--- src/logic/cmbio_params.svh ---
// Constants for the processor memory and serial bit I/O bus block
`ifndef CMBIO_PARAMS_SVH
`define CMBIO_PARAMS_SVH
`define CMBIO_ADDR_W      15
`define CMBIO_DATA_W      16
`define CMBIO_XOP_W       3
`define CMBIO_CNT_W       5
`define CMBIO_BITS_MAX    5'h10
`define CMBIO_CNT_ZERO    5'h00
`define CMBIO_CNT_ONE     5'h01
`define CMBIO_IO_ADDR_W   12
`define CMBIO_MAP_BIT_RST 1'b0
`define CMBIO_DWELL_ZERO  3'h0
`define CMBIO_DWELL_ONE   3'h1
`define CMBIO_DWELL_LAST  3'h5
`endif

--- src/logic/cmbio_pkg.sv ---
// Types for the processor memory and serial bit I/O bus block
package cmbio_pkg;
    // Bus sequencer states, one-hot
    typedef enum logic [8:0] {
        CMBIO_IDLE   = 9'h001,
        CMBIO_RD     = 9'h002,
        CMBIO_WR_SET = 9'h004,
        CMBIO_WR_STB = 9'h008,
        CMBIO_WR_END = 9'h010,
        CMBIO_IO_OUT = 9'h020,
        CMBIO_IO_IN  = 9'h040,
        CMBIO_XOP    = 9'h080,
        CMBIO_HOLD   = 9'h100
    } cmbio_state_e;
    // Request kinds from the core side
    typedef enum logic [2:0] {
        CMBIO_OP_RD  = 3'h0,
        CMBIO_OP_WR  = 3'h1,
        CMBIO_OP_OUT = 3'h2,
        CMBIO_OP_IN  = 3'h3,
        CMBIO_OP_XOP = 3'h4
    } cmbio_op_e;
endpackage : cmbio_pkg

--- src/logic/cmbio_sync_if.sv ---
// Carrier between the top module and the pin synchroniser
`timescale 1ns/1ns
`default_nettype none
interface cmbio_sync_if;
    logic raw_ready;  // Ready pin as received
    logic raw_hold_n; // Hold request pin as received
    logic raw_sin;    // Serial input pin as received
    logic ready;      // Filtered ready
    logic hold_n;     // Filtered hold request
    logic sin;        // Filtered serial input
    modport top  (output raw_ready, output raw_hold_n, output raw_sin, input ready, input hold_n, input sin);
    modport sync (input raw_ready, input raw_hold_n, input raw_sin, output ready, output hold_n, output sin);
endinterface : cmbio_sync_if
`default_nettype wire

--- src/logic/cmbio_pin_sync.sv ---
// Three-stage synchroniser with agreement filter for pin inputs
`timescale 1ns/1ns
`default_nettype none
module cmbio_pin_sync (
    input wire logic   clk,
    input wire logic   rst,
    cmbio_sync_if.sync s
);
    localparam int N = 3;
    logic [N-1:0] raw_w; // Raw pin vector
    logic [N-1:0] s1_r;  // First stage, read only by second
    logic [N-1:0] s2_r;  // Second stage
    logic [N-1:0] s3_r;  // Third stage
    logic [N-1:0] out_r; // Accepted level
    assign raw_w = {s.raw_sin, s.raw_hold_n, s.raw_ready};
    // Per-bit chain; accept a change only when stages two and three agree
    genvar i;
    for (i = 0; i < N; i++) begin : g_bit
        always_ff @(posedge clk) begin
            if (rst) begin
                s1_r[i]  <= 1'b1;
                s2_r[i]  <= 1'b1;
                s3_r[i]  <= 1'b1;
                out_r[i] <= 1'b1;
            end else begin
                s1_r[i] <= raw_w[i];
                s2_r[i] <= s1_r[i];
                s3_r[i] <= s2_r[i];
                if (s2_r[i] == s3_r[i]) begin
                    out_r[i] <= s3_r[i];
                end
            end
        end
    end
    assign s.ready  = out_r[0];
    assign s.hold_n = out_r[1];
    assign s.sin    = out_r[2];
endmodule : cmbio_pin_sync
`default_nettype wire

--- src/logic/cmbio_bus.sv ---
// Memory and serial bit I/O bus sequencer of the processor
`timescale 1ns/1ns
`default_nettype none
`include "cmbio_params.svh"
module cmbio_bus
    import cmbio_pkg::*;
#(
    parameter int AW = `CMBIO_ADDR_W,
    parameter int DW = `CMBIO_DATA_W
) (
    input  wire logic          clk,            // Single-phase clock
    input  wire logic          rst,            // Synchronous reset
    // Core side
    input  wire logic          req_valid,      // Bus request
    input  wire logic [2:0]    req_op,         // Request kind
    input  wire logic [AW-1:0] req_addr,       // Word or bit address
    input  wire logic [DW-1:0] req_wdata,      // Write or serial data
    input  wire logic [4:0]    req_count,      // Serial bit count, 1..16
    input  wire logic          req_trap,       // Trap vector addressing
    input  wire logic          map_bit_we,     // Status map bit update
    input  wire logic          map_bit_val,    // New status map bit
    output var  logic          req_done,       // Request finished pulse
    output var  logic [DW-1:0] rsp_data,       // Read or serial input data
    output var  logic          status_map_bit, // Current status map bit
    // Pins
    output var  logic [AW-1:0] address_lines_o,
    output var  logic [AW-1:0] address_lines_oe_n,
    input  wire logic [DW-1:0] data_lines_i,
    output var  logic [DW-1:0] data_lines_o,
    output var  logic [DW-1:0] data_lines_oe_n,
    output var  logic          map_select_o,
    output var  logic          map_select_oe_n,
    output var  logic          memory_cycle_enable_n_o,
    output var  logic          memory_cycle_enable_n_oe_n,
    output var  logic          read_direction_o,
    output var  logic          read_direction_oe_n,
    output var  logic          write_strobe_n_o,
    output var  logic          write_strobe_n_oe_n,
    output var  logic          cycle_end_n_o,
    output var  logic          cycle_end_n_oe_n,
    output var  logic          serial_io_strobe,
    output var  logic          serial_io_out,
    input  wire logic          serial_io_in,
    input  wire logic          ready,
    output var  logic          wait_o,
    input  wire logic          hold_n,
    output var  logic          hold_grant
);
    cmbio_sync_if sy ();                  // Synchronised pin inputs
    cmbio_state_e state_r, state_nxt;     // Sequencer state
    logic [AW-1:0] addr_r;                // Address driven
    logic [DW-1:0] dout_r;                // Data driven
    logic [DW-1:0] shift_r;               // Serial shift / collect
    logic [4:0]    cnt_r;                 // Serial bits left
    logic [4:0]    idx_r;                 // Serial bit index
    logic [2:0]    dwell_r;               // Cycles spent on one input bit
    logic [2:0]    op_r;                  // Latched request kind
    logic          map_r;                 // Status map bit
    logic          trap_r;                // Trap addressing active
    logic          mem_en_r, rdir_r, wstb_r, drv_r, strb_r, sout_r, cend_r, wait_r, grant_r, done_r;
    logic [DW-1:0] rsp_r;

    assign sy.raw_ready  = ready;
    assign sy.raw_hold_n = hold_n;
    assign sy.raw_sin    = serial_io_in;

    // Inputs sampled on the rising edge through the filter
    cmbio_pin_sync u_sync (
        .clk (clk),
        .rst (rst),
        .s   (sy)
    );

    // Decode of conditions
    wire stall_w   = ~sy.ready;
    wire hold_w    = ~sy.hold_n;
    wire last_w    = (cnt_r == `CMBIO_CNT_ONE);
    // Refused in the done cycle, so a request still held then is not taken twice
    wire start_w   = req_valid & ~hold_w & ~done_r;
    wire is_mem_w  = (state_r == CMBIO_RD) | (state_r == CMBIO_WR_SET) |
                     (state_r == CMBIO_WR_STB) | (state_r == CMBIO_WR_END);
    wire [4:0] cnt_ld_w = (req_count == `CMBIO_CNT_ZERO) ? `CMBIO_BITS_MAX : req_count;
    wire [AW-1:0] bit_addr_w = addr_r + {{(AW-5){1'b0}}, idx_r};
    // Serial out: one bit every other cycle, its address held until the strobe drops
    wire out_step_w = (state_r == CMBIO_IO_OUT) & ~stall_w & ~strb_r;
    wire out_next_w = (state_r == CMBIO_IO_OUT) & strb_r;
    // Serial in: the input filter lags, so each bit address dwells before sampling
    wire in_step_w  = (state_r == CMBIO_IO_IN) & ~stall_w & (dwell_r == `CMBIO_DWELL_LAST);

    // Next-state choice; stalls freeze every state but idle, hold and write end
    always_comb begin
        state_nxt = state_r;
        case (state_r)
            CMBIO_IDLE: begin
                if (hold_w) begin
                    state_nxt = CMBIO_HOLD;
                end else if (start_w) begin
                    case (req_op)
                        CMBIO_OP_RD:  state_nxt = CMBIO_RD;
                        CMBIO_OP_WR:  state_nxt = CMBIO_WR_SET;
                        CMBIO_OP_OUT: state_nxt = CMBIO_IO_OUT;
                        CMBIO_OP_IN:  state_nxt = CMBIO_IO_IN;
                        CMBIO_OP_XOP: state_nxt = CMBIO_XOP;
                        default:      state_nxt = CMBIO_IDLE;
                    endcase
                end
            end
            CMBIO_RD:     if (!stall_w) state_nxt = CMBIO_IDLE;
            CMBIO_WR_SET: if (!stall_w) state_nxt = CMBIO_WR_STB;
            CMBIO_WR_STB: if (!stall_w) state_nxt = CMBIO_WR_END;
            CMBIO_WR_END: state_nxt = CMBIO_IDLE;
            CMBIO_IO_OUT: if (out_step_w && last_w) state_nxt = CMBIO_IDLE;
            CMBIO_IO_IN:  if (in_step_w && last_w) state_nxt = CMBIO_IDLE;
            CMBIO_XOP:    if (!stall_w) state_nxt = CMBIO_IDLE;
            CMBIO_HOLD:   if (!hold_w) state_nxt = CMBIO_IDLE;
            default:      state_nxt = CMBIO_IDLE;
        endcase
    end

    // Sequencer register
    always_ff @(posedge clk) begin
        if (rst) state_r <= CMBIO_IDLE;
        else     state_r <= state_nxt;
    end

    // Status map bit; instructions that touch it update it
    always_ff @(posedge clk) begin
        if (rst)             map_r <= `CMBIO_MAP_BIT_RST;
        else if (map_bit_we) map_r <= map_bit_val;
    end

    // Request capture: address, data, kind, trap flag
    always_ff @(posedge clk) begin
        if (rst) begin
            addr_r <= '0;
            dout_r <= '0;
            op_r   <= 3'h0;
            trap_r <= 1'b0;
        end else if (state_r == CMBIO_IDLE && start_w) begin
            addr_r <= req_addr;
            dout_r <= req_wdata;
            op_r   <= req_op;
            trap_r <= req_trap;
        end else if (state_nxt == CMBIO_IDLE) begin
            trap_r <= 1'b0;
        end
    end

    // Serial shifting: out LSB first, inputs collected by index
    always_ff @(posedge clk) begin
        if (rst) begin
            shift_r <= '0;
            cnt_r   <= `CMBIO_CNT_ZERO;
            idx_r   <= `CMBIO_CNT_ZERO;
        end else if (state_r == CMBIO_IDLE && start_w) begin
            shift_r <= (req_op == CMBIO_OP_IN) ? '0 : req_wdata;
            cnt_r   <= cnt_ld_w;
            idx_r   <= `CMBIO_CNT_ZERO;
        end else if (out_step_w) begin
            shift_r <= shift_r >> 1;
            cnt_r   <= cnt_r - `CMBIO_CNT_ONE;
        end else if (out_next_w) begin
            // Bit address moves only once the strobe has dropped
            idx_r   <= idx_r + `CMBIO_CNT_ONE;
        end else if (in_step_w) begin
            shift_r[idx_r[3:0]] <= sy.sin;
            cnt_r   <= cnt_r - `CMBIO_CNT_ONE;
            idx_r   <= idx_r + `CMBIO_CNT_ONE;
        end
    end

    // Dwell count per input bit; restarts outside serial input
    always_ff @(posedge clk) begin
        if (rst || state_r != CMBIO_IO_IN) dwell_r <= `CMBIO_DWELL_ZERO;
        else if (in_step_w)                dwell_r <= `CMBIO_DWELL_ZERO;
        else if (!stall_w)                 dwell_r <= dwell_r + `CMBIO_DWELL_ONE;
    end

    // Registered pin controls derived from next state; serial strobe and wait from current state
    wire nx_mem_w  = (state_nxt == CMBIO_RD) | (state_nxt == CMBIO_WR_SET) |
                     (state_nxt == CMBIO_WR_STB) | (state_nxt == CMBIO_WR_END);
    wire nx_rdir_w = (state_nxt == CMBIO_RD) | (state_nxt == CMBIO_IO_OUT) |
                     (state_nxt == CMBIO_IO_IN) | (state_nxt == CMBIO_XOP);
    wire nx_drv_w  = (state_nxt == CMBIO_WR_SET) | (state_nxt == CMBIO_WR_STB) |
                     (state_nxt == CMBIO_WR_END);
    wire strobe_w  = ((state_r == CMBIO_IO_OUT) | (state_r == CMBIO_XOP)) & ~stall_w & ~strb_r;

    always_ff @(posedge clk) begin
        if (rst) begin
            mem_en_r <= 1'b0;
            rdir_r   <= 1'b0;
            drv_r    <= 1'b0;
            wstb_r   <= 1'b0;
            strb_r   <= 1'b0;
            sout_r   <= 1'b0;
            cend_r   <= 1'b0;
            wait_r   <= 1'b0;
            grant_r  <= 1'b0;
            done_r   <= 1'b0;
            rsp_r    <= '0;
        end else begin
            mem_en_r <= nx_mem_w;
            rdir_r   <= nx_rdir_w;
            drv_r    <= nx_drv_w & ~nx_rdir_w;
            // Strobe only in the middle write cycle: data and address settled first
            wstb_r   <= (state_nxt == CMBIO_WR_STB);
            strb_r   <= strobe_w;
            sout_r   <= out_step_w ? shift_r[0] : sout_r;
            cend_r   <= (state_nxt == CMBIO_IDLE) & (state_r != CMBIO_IDLE);
            wait_r   <= stall_w & is_mem_w | stall_w & (state_r == CMBIO_IO_OUT ||
                        state_r == CMBIO_IO_IN || state_r == CMBIO_XOP);
            grant_r  <= (state_nxt == CMBIO_HOLD);
            done_r   <= (state_nxt == CMBIO_IDLE) & (state_r != CMBIO_IDLE) & (state_r != CMBIO_HOLD);
            // Read data taken while the enable and direction pins stand active
            if (!memory_cycle_enable_n_oe_n && read_direction_o) rsp_r <= data_lines_i;
            else if (in_step_w && last_w) begin
                rsp_r <= shift_r;
                rsp_r[idx_r[3:0]] <= sy.sin;
            end
        end
    end

    // Address mux: memory word address or serial bit address
    wire [AW-1:0] addr_w = mem_en_r ? addr_r :
                           (op_r == CMBIO_OP_XOP) ? addr_r : bit_addr_w;

    // Output registers; hold releases everything to the pull-ups
    always_ff @(posedge clk) begin
        if (rst) begin
            address_lines_o            <= '1;
            address_lines_oe_n         <= '1;
            data_lines_o               <= '1;
            data_lines_oe_n            <= '1;
            map_select_o               <= 1'b1;
            map_select_oe_n            <= 1'b1;
            memory_cycle_enable_n_o    <= 1'b1;
            memory_cycle_enable_n_oe_n <= 1'b1;
            read_direction_o           <= 1'b0;
            read_direction_oe_n        <= 1'b1;
            write_strobe_n_o           <= 1'b1;
            write_strobe_n_oe_n        <= 1'b1;
            cycle_end_n_o              <= 1'b1;
            cycle_end_n_oe_n           <= 1'b1;
            hold_grant                 <= 1'b0;
        end else begin
            // Open collector, read direction excepted: only low levels are driven
            address_lines_o            <= '0;
            address_lines_oe_n         <= grant_r ? '1 : addr_w;
            data_lines_o               <= '0;
            data_lines_oe_n            <= (grant_r | ~drv_r) ? '1 : dout_r;
            map_select_o               <= 1'b0;
            map_select_oe_n            <= grant_r | trap_r | ~map_r;
            memory_cycle_enable_n_o    <= 1'b0;
            memory_cycle_enable_n_oe_n <= grant_r | ~mem_en_r;
            read_direction_o           <= rdir_r;
            read_direction_oe_n        <= grant_r;
            write_strobe_n_o           <= 1'b0;
            write_strobe_n_oe_n        <= grant_r | ~wstb_r;
            cycle_end_n_o              <= 1'b0;
            cycle_end_n_oe_n           <= grant_r | ~cend_r;
            // Grant shown on the same edge as the release it announces
            hold_grant                 <= grant_r;
        end
    end

    assign serial_io_strobe = strb_r;
    assign serial_io_out    = sout_r;
    assign wait_o           = wait_r;
    assign req_done         = done_r;
    assign rsp_data         = rsp_r;
    assign status_map_bit   = map_r;
endmodule : cmbio_bus
`default_nettype wire

--- config.mk ---
export PLATFORM = sky130hd
export DESIGN_NAME = cmbio_bus
export DESIGN_NICKNAME = d
export VERILOG_FILES = /design/src/logic/cmbio_pkg.sv /design/src/logic/cmbio_sync_if.sv /design/src/logic/cmbio_pin_sync.sv /design/src/logic/cmbio_bus.sv
export VERILOG_INCLUDE_DIRS = /design/src /design/src/logic
export SDC_FILE = /design/constraint.sdc
export NUM_CORES = 1
export LEC_CHECK = 0
export BUFFER_PORTS_ARGS = -buffer_cell sky130_fd_sc_hd__buf_2
export CORE_ASPECT_RATIO = 0.75
export CORE_UTILIZATION = 45
export CTS_BUF_LIST = sky130_fd_sc_hd__clkbuf_4 sky130_fd_sc_hd__clkbuf_8 sky130_fd_sc_hd__clkbuf_16
export DETAILED_ROUTE_END_ITERATION = 10
export PLACE_DENSITY_LB_ADDON = 0.12
export SLEW_MARGIN = 20
export SYNTH_ARGS = -nofsm -noshare
export SYNTH_HDL_FRONTEND = slang
export SYNTH_HIERARCHICAL = 1
export SYNTH_SLANG_ARGS = --single-unit
--- constraint.sdc ---
create_clock -name clk -period 5.8 [get_ports clk]
set_input_delay 0.29 -clock clk [delete_from_list [all_inputs] [get_ports clk]]
set_output_delay 0.29 -clock clk [all_outputs]
set_load 0.005 [all_outputs]
Word-level counts from Yosys, hierarchy flattened
Cells that the tools add are included.
{"block": "totals", "ff_bits": 182, "inputBits": 64, "elab_cells": 182, "out_inout_bits": 94}
{"block": "op_classes", "eq_ne": 32, "n_addsub": 4, "magnitude_cmp": 2, "mux": 34, "n_bitwise": 43, "reduce_logical": 22}
{"operator": "$mux W16", "n": 8}
{"operator": "$mux W9", "n": 8}
{"operator": "$pmux W9 S7", "n": 1}
{"operator": "$mux W15", "n": 3}
{"operator": "$pmux W8 S5", "n": 1}
{"operator": "$mux W5", "n": 7}
{"operator": "$or A1 B1 Y1", "n": 19}
{"operator": "$eq A9 B1 Y1 const B", "n": 2}
{"operator": "$eq A9 B2 Y1 const B", "n": 2}
{"operator": "$eq A9 B3 Y1 const B", "n": 2}
{"operator": "$eq A9 B4 Y1 const B", "n": 2}
{"operator": "$eq A9 B5 Y1 const B", "n": 2}
{"operator": "$eq A9 B6 Y1 const B", "n": 2}
{"operator": "$eq A9 B7 Y1 const B", "n": 2}
{"operator": "$eq A9 B8 Y1 const B", "n": 2}
{"operator": "$eq A9 B9 Y1 const B", "n": 2}
{"operator": "$bwmux W16", "n": 1}
{"operator": "$add A15 B5 Y15", "n": 1}
{"operator": "$and A1 B1 Y1", "n": 14}
{"operator": "$not A1 Y1", "n": 10}
{"operator": "$reduce_or A2 Y1", "n": 5}
{"operator": "$eq A3 B3 Y1 const B", "n": 3}
{"operator": "$ne A9 B1 Y1 const B", "n": 1}
{"operator": "$ne A9 B7 Y1 const B", "n": 1}
{"operator": "other kinds (21)", "n": 36}

Longest topological paths before layout
Gate-level depths: netlist of run 1.
{"block": "logic_depth", "ltp_word": 12, "ltp_mapped": 9}

Modules after synthesis
Netlist of run 1, hierarchy kept.
{"mod": "cmbio_bus", "seq_area_each_um2": 2782.7, "cells_per_inst": 783, "instances": 1, "area_per_inst_um2": 6535.0}
{"mod": "cmbio_pin_sync", "seq_area_each_um2": 240.2, "cells_per_inst": 31, "instances": 1, "area_per_inst_um2": 356.6}

Worst setup path before layout of run 1
OpenSTA, ideal clock, no wires.
{"block": "synth_path", "kind": "reg-to-reg", "start": "reg cnt_r[1]", "end": "reg mem_en_r", "required_time_ps": 5680, "stages_incl_launch_ff": 9, "t_arrival_ps": 2068, "path_slack_ps": 3612, "cell_sequence": "dfxtp_1 -> inv_1 -> ha_1 -> or4b_2 -> nor2_1 -> o22ai_1 -> o31ai_1 -> a311oi_2 -> or2_1"}
{"block": "synth_via", "elab_chain_cells": 8, "elab_cells_between_ends": 13}
{"element": "start, declared", "line_no": "cmbio_bus.sv:54", "rtl": "logic [4:0] cnt_r;"}
{"element": "start signal, assigned", "line_no": "cmbio_bus.sv:153", "rtl": "cnt_r <= `CMBIO_CNT_ZERO;"}
{"element": "start signal, assigned", "line_no": "cmbio_bus.sv:157", "rtl": "cnt_r <= cnt_ld_w;"}
{"element": "start signal, assigned", "line_no": "cmbio_bus.sv:161", "rtl": "cnt_r <= cnt_r - `CMBIO_CNT_ONE;"}
{"element": "$eq A5 B1 Y1 (no line) (*)"}
{"element": "$logic_and A1 B1 Y1, on equally long branches", "line_no": "cmbio_bus.sv:113, cmbio_bus.sv:112"}
{"element": "$mux W9, on equally long branches", "line_no": "cmbio_bus.sv:113, cmbio_bus.sv:112"}
{"element": "$pmux W9 S7 (*)", "line_no": "cmbio_bus.sv:93", "rtl": "case (state_r)"}
{"element": "$eq A9 B2 Y1 or $eq A9 B3 Y1 (tied branches)", "line_no": "cmbio_bus.sv:180", "rtl": "wire nx_mem_w = (state_nxt == CMBIO_RD) | (state_nxt == CMBIO_WR_SET) |"}
{"element": "$or A1 B1 Y1 (2 in series)", "line_no": "cmbio_bus.sv:180"}
{"element": "$or A1 B1 Y1 (*)", "line_no": "cmbio_bus.sv:181", "rtl": "(state_nxt == CMBIO_WR_STB) | (state_nxt == CMBIO_WR_END);"}
{"element": "end signal, assigned", "line_no": "cmbio_bus.sv:202", "rtl": "mem_en_r <= nx_mem_w;"}
{"element": "end, declared", "line_no": "cmbio_bus.sv:60", "rtl": "logic mem_en_r, rdir_r, wstb_r, drv_r, strb_r, sout_r, cend_r, wait_r, grant_r, done_r;"}
Mark *: on every way between the ends. The rest lies on a longest branch, timed or not.
A chain may end at the register's enable or synchronous reset.

Final worst setup path of run 1
{"block": "layout_path", "start": "reg state_r[2]", "end": "reg shift_r[4]"}
{"block": "layout_via", "elab_chain_cells": 5, "elab_cells_between_ends": 14}
{"element": "start, declared", "line_no": "cmbio_bus.sv:50", "rtl": "cmbio_state_e state_r, state_nxt;"}
{"element": "start signal, assigned", "line_no": "cmbio_bus.sv:123", "rtl": "else state_r <= state_nxt;"}
{"element": "$eq A9 B6 Y1 or $eq A9 B7 Y1 (tied branches)", "line_no": "cmbio_bus.sv:85, cmbio_bus.sv:86, cmbio_bus.sv:88"}
{"element": "$and A1 B1 Y1, on equally long branches (2 in series)", "line_no": "cmbio_bus.sv:85, cmbio_bus.sv:88"}
{"element": "$ne A3 B2 Y1 (no line) (tied with other cells)"}
{"element": "$reduce_and A2 Y1 (no line) or $mux W16 (tied branches)"}
{"element": "end signal, assigned", "line_no": "cmbio_bus.sv:156", "rtl": "shift_r <= (req_op == CMBIO_OP_IN) ? '0 : req_wdata;"}
{"element": "end signal, assigned", "line_no": "cmbio_bus.sv:160", "rtl": "shift_r <= shift_r >> 1;"}
{"element": "end signal, assigned by index", "line_no": "cmbio_bus.sv:166", "rtl": "shift_r[idx_r[3:0]] <= sy.sin;"}
{"element": "end, declared", "line_no": "cmbio_bus.sv:53", "rtl": "logic [DW-1:0] shift_r;"}
Parallel ways exist; a longest one is shown, timed or not.

==> metrics.cfg, run 1 <==
[synth]
synthTopCellsByArea = dfxtp_1, nand2_1, a21oi_1
synth_seq_area_share_pct = 43.9
synth_ff_type = dfxtp_1
synth.ff_latch_count = 151
yosysTopAreaCell = dfxtp_1
yosysWarnings = 6
synth-edff-count = 0
synthCells = 814
ys_top_cells_by_count = dfxtp_1, nand2_1, nor2_1
syn_area_um2 = 6890
synth.most_common_cell = dfxtp_1
synth_fp_nets = 892
synth_area_per_cell_um2 = 8.47
yosysUniqueCellTypes = 65
synth_top_cell_area_share_pct = 43.9
synth_async_sr_flop_share_pct = 0

[worst_setup_path]
r2r-start = state_r[2]$_SDFF_PP0_
endpoint_kind = register
critPathLaunchType = register
crit_chain = nor4b_1, nor4b_4, nand2_2, buf_4, a31oi_4, a221oi_1, nor3_1
startpoint = state_r[2]$_SDFF_PP0_
path_max_fanout = 63
cp.required_ps = 6140
max_stage_delay_ps = 650
worstSetupPathType = register to register
slowest_stage = a31oi_4
arrival_ps = 3280

[global_route]
grt_pass1_vias = 5048
grt_overflow = 0
grt_start_max_net_pins = 64
antenna_found_initial = 0
grt.total_usage_pct = 22.3
grt_pass1_wl_um = 26800

[clock_network]
cts_tree = built
cts_inserted_buffers = 17
clk_path_buf_depth = 2
clk_pin_slew_ps = 60
root_buffer = clkbuf_16
cts_hold_buf = 0
ctsResizeCount = 0
post_cts_buffers = 0
htreeDepth = 4
clock_sinks = 151
clkLatencyLatePin_ps = 420

[route]
via_per_inst = 5.06
ant_nets = 0
drc = 0
dr.pass1.iters = 5
wire_per_inst_um = 14.9
drt_iter0_markers = 518
drt_wl_total_um = 16800
dr_total_vias = 5698

[timing]
min_period_ps = 2940
drv_slew = 0
rsz0062_at_grt = false
fin_crit_sh_pct = 50.6
final.setup.tns_ps = 0
fin_ws_ps = 2860
hold_violations = 0
relSlewSlack_pct = 37.3
skew_ps = 9.84
fmax_mhz = 340
setup_viol = 0
worstMarginPinSlew_ps = 936

[place]
dp_slack_ps = 2940
port_buffers = 157
gp_congestion = 0.860
hpwl_um = 11700

[hold_path]
min-delay-start = serial_io_in
hold_path.class = input pin to register

[die]
core-area_um2 = 14700
fp-row-count = 38
die-area_um2 = 15800
initial_core_util_pct = 46.9
dieHeight_um = 109
io_pins = 158
die_w_um = 145

[finish]
nNetsFinal = 993
antenna_cells = 0
area.growth.synth_to_final_pct = 17.1
drive_gt1_share_pct = 23.7

[pwr]
pwr-share-clk_pct = 41.7
leakage_nw = 3.43
p_per_area_nw_per_um2 = 325
p_sw_share_pct = 27.4
p_switching_mw = 0.719
p_int_mw = 1.91
pwr-share-comb_pct = 14.2
max-vdd-ir-drop_uv = 200
p_seq_share_pct = 44.1

[status]
status = completed

[run]
cap_violations = 0

[sequential cells by signal, summed over array words and instances, names as in the netlist, 3 cells and up]
name / cells
state_r: 9
idx_r: 5
address_lines_oe_n: 15
dout_r: 16
data_lines_oe_n: 16
op_r: 3
rsp_data: 16
dwell_r: 3
shift_r: 16
cnt_r: 5
u_sync/s3_r: 3
addr_r: 15
u_sync/s1_r: 3
u_sync/s2_r: 3
[path summary, 6_finish.rpt]
kind / to / slack [ps] / depth (start not counted)
hold reg to reg: write_strobe_n_oe_n$_SDFF_PP1_ / 360 / 1
setup reg to reg: shift_r[4]$_SDFFE_PP0P_ / 2860 / 7
setup / recovery: shift_r[4]$_SDFFE_PP0P_ / 2860 / 7
hold / removal: u_sync/s1_r[2]$_SDFF_PP1_ / 50 / 2
[worst max-delay path: cells and delay by family, from the launching register on]
kind	cells	cell delay (ps)
flip-flops	1	390
buffers and inverters	1	340
AND/OR/NAND/NOR	4	1240
AO/OA/AOI/OAI	2	840
[through the flow]
step / total power, mW / utilization [%] / hold slack [ps] / instances / area [um2]
after global routing: 2.75 / 54.9 / 42.6 / 1127 / 8070
after global placement: 1.55 / 51.0 / 350 / 1096 / 7490
after CTS: 2.64 / 54.9 / 37.9 / 1127 / 8070
after detailed placement: 1.55 / 51.0 / 351 / 1096 / 7490
final: 2.63 / 54.9 / 48.0 / 1127 / 8070
after floorplan: 1.45 / - / 318 / 814 / 6890
[metal layers]
metal	track usage, %	share of wire, %	up-vias	routed length [um]
li1	-	-	2941	-
met1	34.3	53	2559	8900
met2	30.5	39	185	6590
met3	5.05	6.6	13	1100
met4	5.86	0.88	0	147
met5	0	0	-	0
[power by group through the flow]
stage / Combinational [mW] / Sequential, mW / Clock (mW)
after floorplan: 0.278 / 1.17 / 0
after CTS: 0.372 / 1.16 / 1.11
after detailed placement: 0.370 / 1.18 / 0
final: 0.374 / 1.16 / 1.10
after global routing: 0.417 / 1.17 / 1.16
after global placement: 0.369 / 1.18 / 0
[layout make-up]
class                      count  area (um2)
fill                        1385        6620
multi-input combinational    566        3330
sequential                   151        3020
timing repair buffer         164         838
clock buffer                  20         454
tap                          200         250
clock inverter                11         125
inverter                      15        56.3
[cell families (layout without fill, tap and decap cells)]
group	count (synthesis)	in the layout	share of synthesized area, %
DFF	151	151	43.9
muxes	19	19	2.76
AOI/OAI and AO/OA	166	166	16.1
and+or+nand+nor	341	341	23.4
xor gates and xnor gates	26	26	3.30
adders and majority gates	14	14	2.65
buffers and inverters	97	210	7.92
[cell usage in the layout, fill, tap and decap left out, types with 9 or more instances in the layout]
cell type and n:
dfxtp_1 151, nand2_1 146, xnor2_1 11, o21ai_0 42, ha_1 13, nand2b_1 26, xor2_1 15, nand3_1 13
clkbuf_16 17, buf_2 157, a221oi_2 10, mux2i_1 19, nor3_1 25, a21oi_1 66, nor2b_1 9, inv_1 15
nor2_1 71, or2_1 10
(Power assumes the default switching activity.)
==> run 2, diff against run 1 <==
==> constraint.sdc (replaced) <==
create_clock -name clk -period 2.5 [get_ports clk]
set_input_delay 0.125 -clock clk [delete_from_list [all_inputs] [get_ports clk]]
set_output_delay 0.125 -clock clk [all_outputs]
set_load 0.005 [all_outputs]
==> metrics.cfg, run 2 (synthesized netlist as in run 1, its figures left out) <==
[worst_setup_path]
crit_chain = inv_1, ha_1, or4b_2, nor2_1, o22ai_1, o31ai_2, a311oi_2, or2_1
path_max_fanout = 5
worstSetupPathType = register to register
critical-path-top-delay-family = simple AND/OR/NAND/NOR gates
crit_buf_inv = 1
slowest_stage = or4b_2
startpoint = cnt_r[1]$_SDFFE_PP0P_
cp.required_ps = 2820
r2r-start = cnt_r[1]$_SDFFE_PP0P_
endpoint_kind = register
max_stage_delay_ps = 650
arrival_ps = 2650
critPathLaunchType = register

[die]
core-area_um2 = 14700
initial_core_util_pct = 46.9
io_pins = 158
die-area_um2 = 15800
dieHeight_um = 109
die_w_um = 145
fp-row-count = 38

[global_route]
grt_start_max_net_pins = 36
grt.total_usage_pct = 23.3
grt_overflow = 0
antenna_found_initial = 0
grt_pass1_vias = 5487
grt_pass1_wl_um = 28200

[clock_network]
cts_inserted_buffers = 17
clkLatencyLatePin_ps = 430
cts_tree = built
clk_pin_slew_ps = 60
root_buffer = clkbuf_16
post_cts_buffers = 0
htreeDepth = 4
clock_sinks = 151
clk_path_buf_depth = 2

[route]
via_per_inst = 5.03
dr.pass1.iters = 6
dr_total_vias = 6070
drt_iter0_markers = 617
drc = 0
ant_nets = 0
drt_wl_total_um = 17800
wire_per_inst_um = 14.7

[timing]
hold_violations = 0
final.setup.tns_ps = 0
skew_ps = 9.34
drv_slew = 0
fin_crit_sh_pct = 93.3
relSlewSlack_pct = 35.0
rsz0062_at_grt = false
worstMarginPinSlew_ps = 971
min_period_ps = 2330
setup_viol = 0
fin_hold_ws_ps = 22.9
fmax_mhz = 429

[finish]
antenna_cells = 0
multi_input_area_um2 = 3330
final_cell_mix = buf_2, dfxtp_1, nand2_1
finish.instance_area_um2 = 8890
final_common_cell = buf_2
seqCellArea_um2 = 3020
fillers = 1280
drive_gt1_share_pct = 24.2
area.growth.synth_to_final_pct = 28.9
nNetsFinal = 1072

[hold_path]
min-delay-start = req_count[3]
hold_path.class = input pin to register

[status]
status = completed

[pwr]
max-vdd-ir-drop_uv = 471
leakage_nw = 3.80
p_per_area_nw_per_um2 = 701

[run]
cap_violations = 0

[place]
port_buffers = 157
gp_congestion = 0.925
placed_area_um2 = 7720
hpwl_um = 12300

==> run 2: cell count changes in the layout (fill, tap and decap cells not counted), sizes merged <==
cell | previous run | this run
inv | 17 | 21
buf | 164 | 186
dlygate4sd3 | 0 | 57
clkinvlp | 5 | 4
clkbuf | 20 | 19
bufinv | 2 | 1
==> run 2: worst register-to-register path, stage by stage (launching register included) <==
cell      delay [ps]
dfxtp_1          320
inv_1             80
ha_1             140
or4b_2           650
nor2_1           160
o22ai_1          160
o31ai_2          350
a311oi_2         140
or2_1            220
==> run 2: path summary, 6_finish.rpt <==
path	end	slack [ps]	cells past startpoint
worst max-delay path	mem_en_r$_SDFF_PP0_	170	8
worst min-delay path	cnt_r[3]$_SDFFE_PP0P_	20	3
worst max register to register	mem_en_r$_SDFF_PP0_	170	8
worst min register to register	cycle_end_n_oe_n$_SDFF_PP1_	360	1
==> run 2: power breakdown <==
part	internal, mW	leakage, nW	total, mW	switching, mW
Sequential	2.57	1.24	2.68	0.111
Clock	1.45	0.277	2.53	1.08
Combinational	0.456	2.28	1.02	0.560
==> run 2: area by class of cell <==
type	instances	area share [%]
timing repair buffer	243	18.4
clock buffer	19	5.10
clock inverter	13	1.52
tap	200	2.82
sequential	151	34.0
inverter	15	0.634
multi-input combinational	566	37.5
==> run 2: stage by stage <==
step	power, mW	setup slack (ps)	cells	utilization (%)
after floorplan	3.36	312	814	-
after global placement	3.66	168	1118	52.6
after detailed placement	3.67	129	1118	52.6
after CTS	6.27	106	1207	60.4
after global routing	6.52	56.6	1207	60.5
final	6.23	167	1207	60.5
==> run 2: metal layers <==
| layer | global-route usage, % | share of wire, % |
|---|---|---|
| met1 | 34.3 | 50 |
| met2 | 32.2 | 41 |
| met3 | 5.93 | 8.0 |
| met4 | 8.95 | 1.5 |
| met5 | 0 | 0 |
==> run 2: timing repair <==
action / 4_1_cts / 5_1_grt
gates resized for setup: 0 / 2
hold endpoints to repair: 56 / 0
hold buffers: 57 / 0
setup endpoints to repair: 0 / 2
==> run 3, diff against run 2 <==
--- a/config.mk
+++ b/config.mk
@@ -7,8 +7,10 @@
 export NUM_CORES = 1
 export LEC_CHECK = 0
 export BUFFER_PORTS_ARGS = -buffer_cell sky130_fd_sc_hd__buf_2
+export CELL_PAD_IN_SITES_DETAIL_PLACEMENT = 1
+export CELL_PAD_IN_SITES_GLOBAL_PLACEMENT = 2
 export CORE_ASPECT_RATIO = 0.75
-export CORE_UTILIZATION = 45
+export CORE_UTILIZATION = 28
 export CTS_BUF_LIST = sky130_fd_sc_hd__clkbuf_4 sky130_fd_sc_hd__clkbuf_8 sky130_fd_sc_hd__clkbuf_16
 export DETAILED_ROUTE_END_ITERATION = 10
 export PLACE_DENSITY_LB_ADDON = 0.12
==> metrics.cfg, run 3 (synthesized netlist as in run 1, its figures left out) <==
[finish]
final_common_cell = buf_2
fin_cells = 1340
finish.instance_area_um2 = 9070
antenna_cells = 0
final_cell_mix = buf_2, dfxtp_1, nand2_1
drive_gt1_share_pct = 24.6
area.growth.synth_to_final_pct = 31.7
nNetsFinal = 1076
fillers = 2885
postLayoutCoreUtil_pct = 37.8

[pwr]
leakage_nw = 3.83
fin_total_pwr_mw = 6.44
p_per_area_nw_per_um2 = 710
max-vdd-ir-drop_uv = 520

[clock_network]
cts_tree = built
clk_path_buf_depth = 2
clk_pin_slew_ps = 60
cts_inserted_buffers = 17
clkLatencyLatePin_ps = 430
htreeDepth = 4
clock_sinks = 151
root_buffer = clkbuf_16

[die]
die_w_um = 183
fp-row-count = 49
initial_core_util_pct = 28.7
die-area_um2 = 25300
dieHeight_um = 138
core-area_um2 = 24000
io_pins = 158

[route]
drt_wl_total_um = 21800
dr.pass1.iters = 4
wire_per_inst_um = 16.2
dr_total_vias = 6256
ant_nets = 0
drt_iter0_markers = 305
drc = 0
via_per_inst = 4.67

[timing]
rsz0062_at_grt = false
fin_crit_sh_pct = 94.4
setup_viol = 0
fin_hold_ws_ps = 19.8
fmax_mhz = 424
final.setup.tns_ps = 0
min_period_ps = 2360
fin_ws_ps = 141
relSlewSlack_pct = 42.4
drv_slew = 0
worstMarginPinSlew_ps = 842
skew_ps = 6.60
hold_violations = 0

[global_route]
grt_overflow = 0
antenna_found_initial = 0
grt.total_usage_pct = 17.7
grt_pass1_wl_um = 34500
grt_start_max_net_pins = 38
grt_pass1_vias = 6521

[place]
port_buffers = 157
place_inst = 1252
gp_congestion = 0.830
dp_slack_ps = 37.5
hpwl_um = 15900
placed_area_um2 = 7860

[worst_setup_path]
arrival_ps = 2730
startpoint = state_r[2]$_SDFF_PP0_
worstSetupPathType = register to register
r2r-start = state_r[2]$_SDFF_PP0_
critPathLaunchType = register
cp.required_ps = 2870
path_max_fanout = 5
endpoint_kind = register

[run]
cap_violations = 0

[hold_path]
hold_path.class = input pin to register
min-delay-start = rst

[status]
status = completed

-- run 3: changes by cell type in the layout (fill, tap and decap cells not counted), moves of 2 or more --
cell,delta
buf_12,-4
buf_4,+6
clkinv_2,+2
clkinvlp_4,-2
bufinv_16,+3
inv_8,-2
clkinv_4,-2
-- run 3: cell type report --
class | instances | area (um2) | area share, %
clock buffer | 19 | 447 | 4.92
inverter | 15 | 56.3 | 0.620
multi-input combinational | 566 | 3340 | 36.8
sequential | 151 | 3020 | 33.3
tap | 331 | 414 | 4.56
timing repair buffer | 247 | 1620 | 17.9
clock inverter | 11 | 171 | 1.89
-- run 3: layer usage --
metal  global-route usage (%)  up-vias  wire (um)
met2                     30.1       89      10500
met4                     5.42        0        240
met3                     3.47       15        722
met5                        0        -          0
li1                         -     3103          -
met1                     22.6     3049      10300
-- run 3: path summary, 6_finish.rpt --
path | to | slack (ps) | cells after the start
worst max-delay path | mem_en_r$_SDFF_PP0_ | 140 | 7
worst min-delay path | wstb_r$_SDFF_PP0_ | 20 | 2
worst max register to register | mem_en_r$_SDFF_PP0_ | 140 | 7
worst min register to register | write_strobe_n_oe_n$_SDFF_PP1_ | 370 | 1
-- run 3: report_power, final --
part           internal [mW]  switching, mW
Combinational          0.430          0.582
Clock                   1.70           1.05
Sequential              2.57          0.110
-- run 3: critical path, cell delays in order, from the launching register on --
cell	delay [ps]
dfxtp_1	350
buf_4	170
or2_2	330
or3b_2	500
o32ai_4	330
nor2_1	80
a211oi_1	390
or2_1	160
-- run 3: repair_timing --
action,in CTS,in global routing
hold endpoints to repair,57,0
buffers inserted,0,0
endpoints found under the setup margin,0,24
gates resized for setup,0,4
hold buffers,58,0
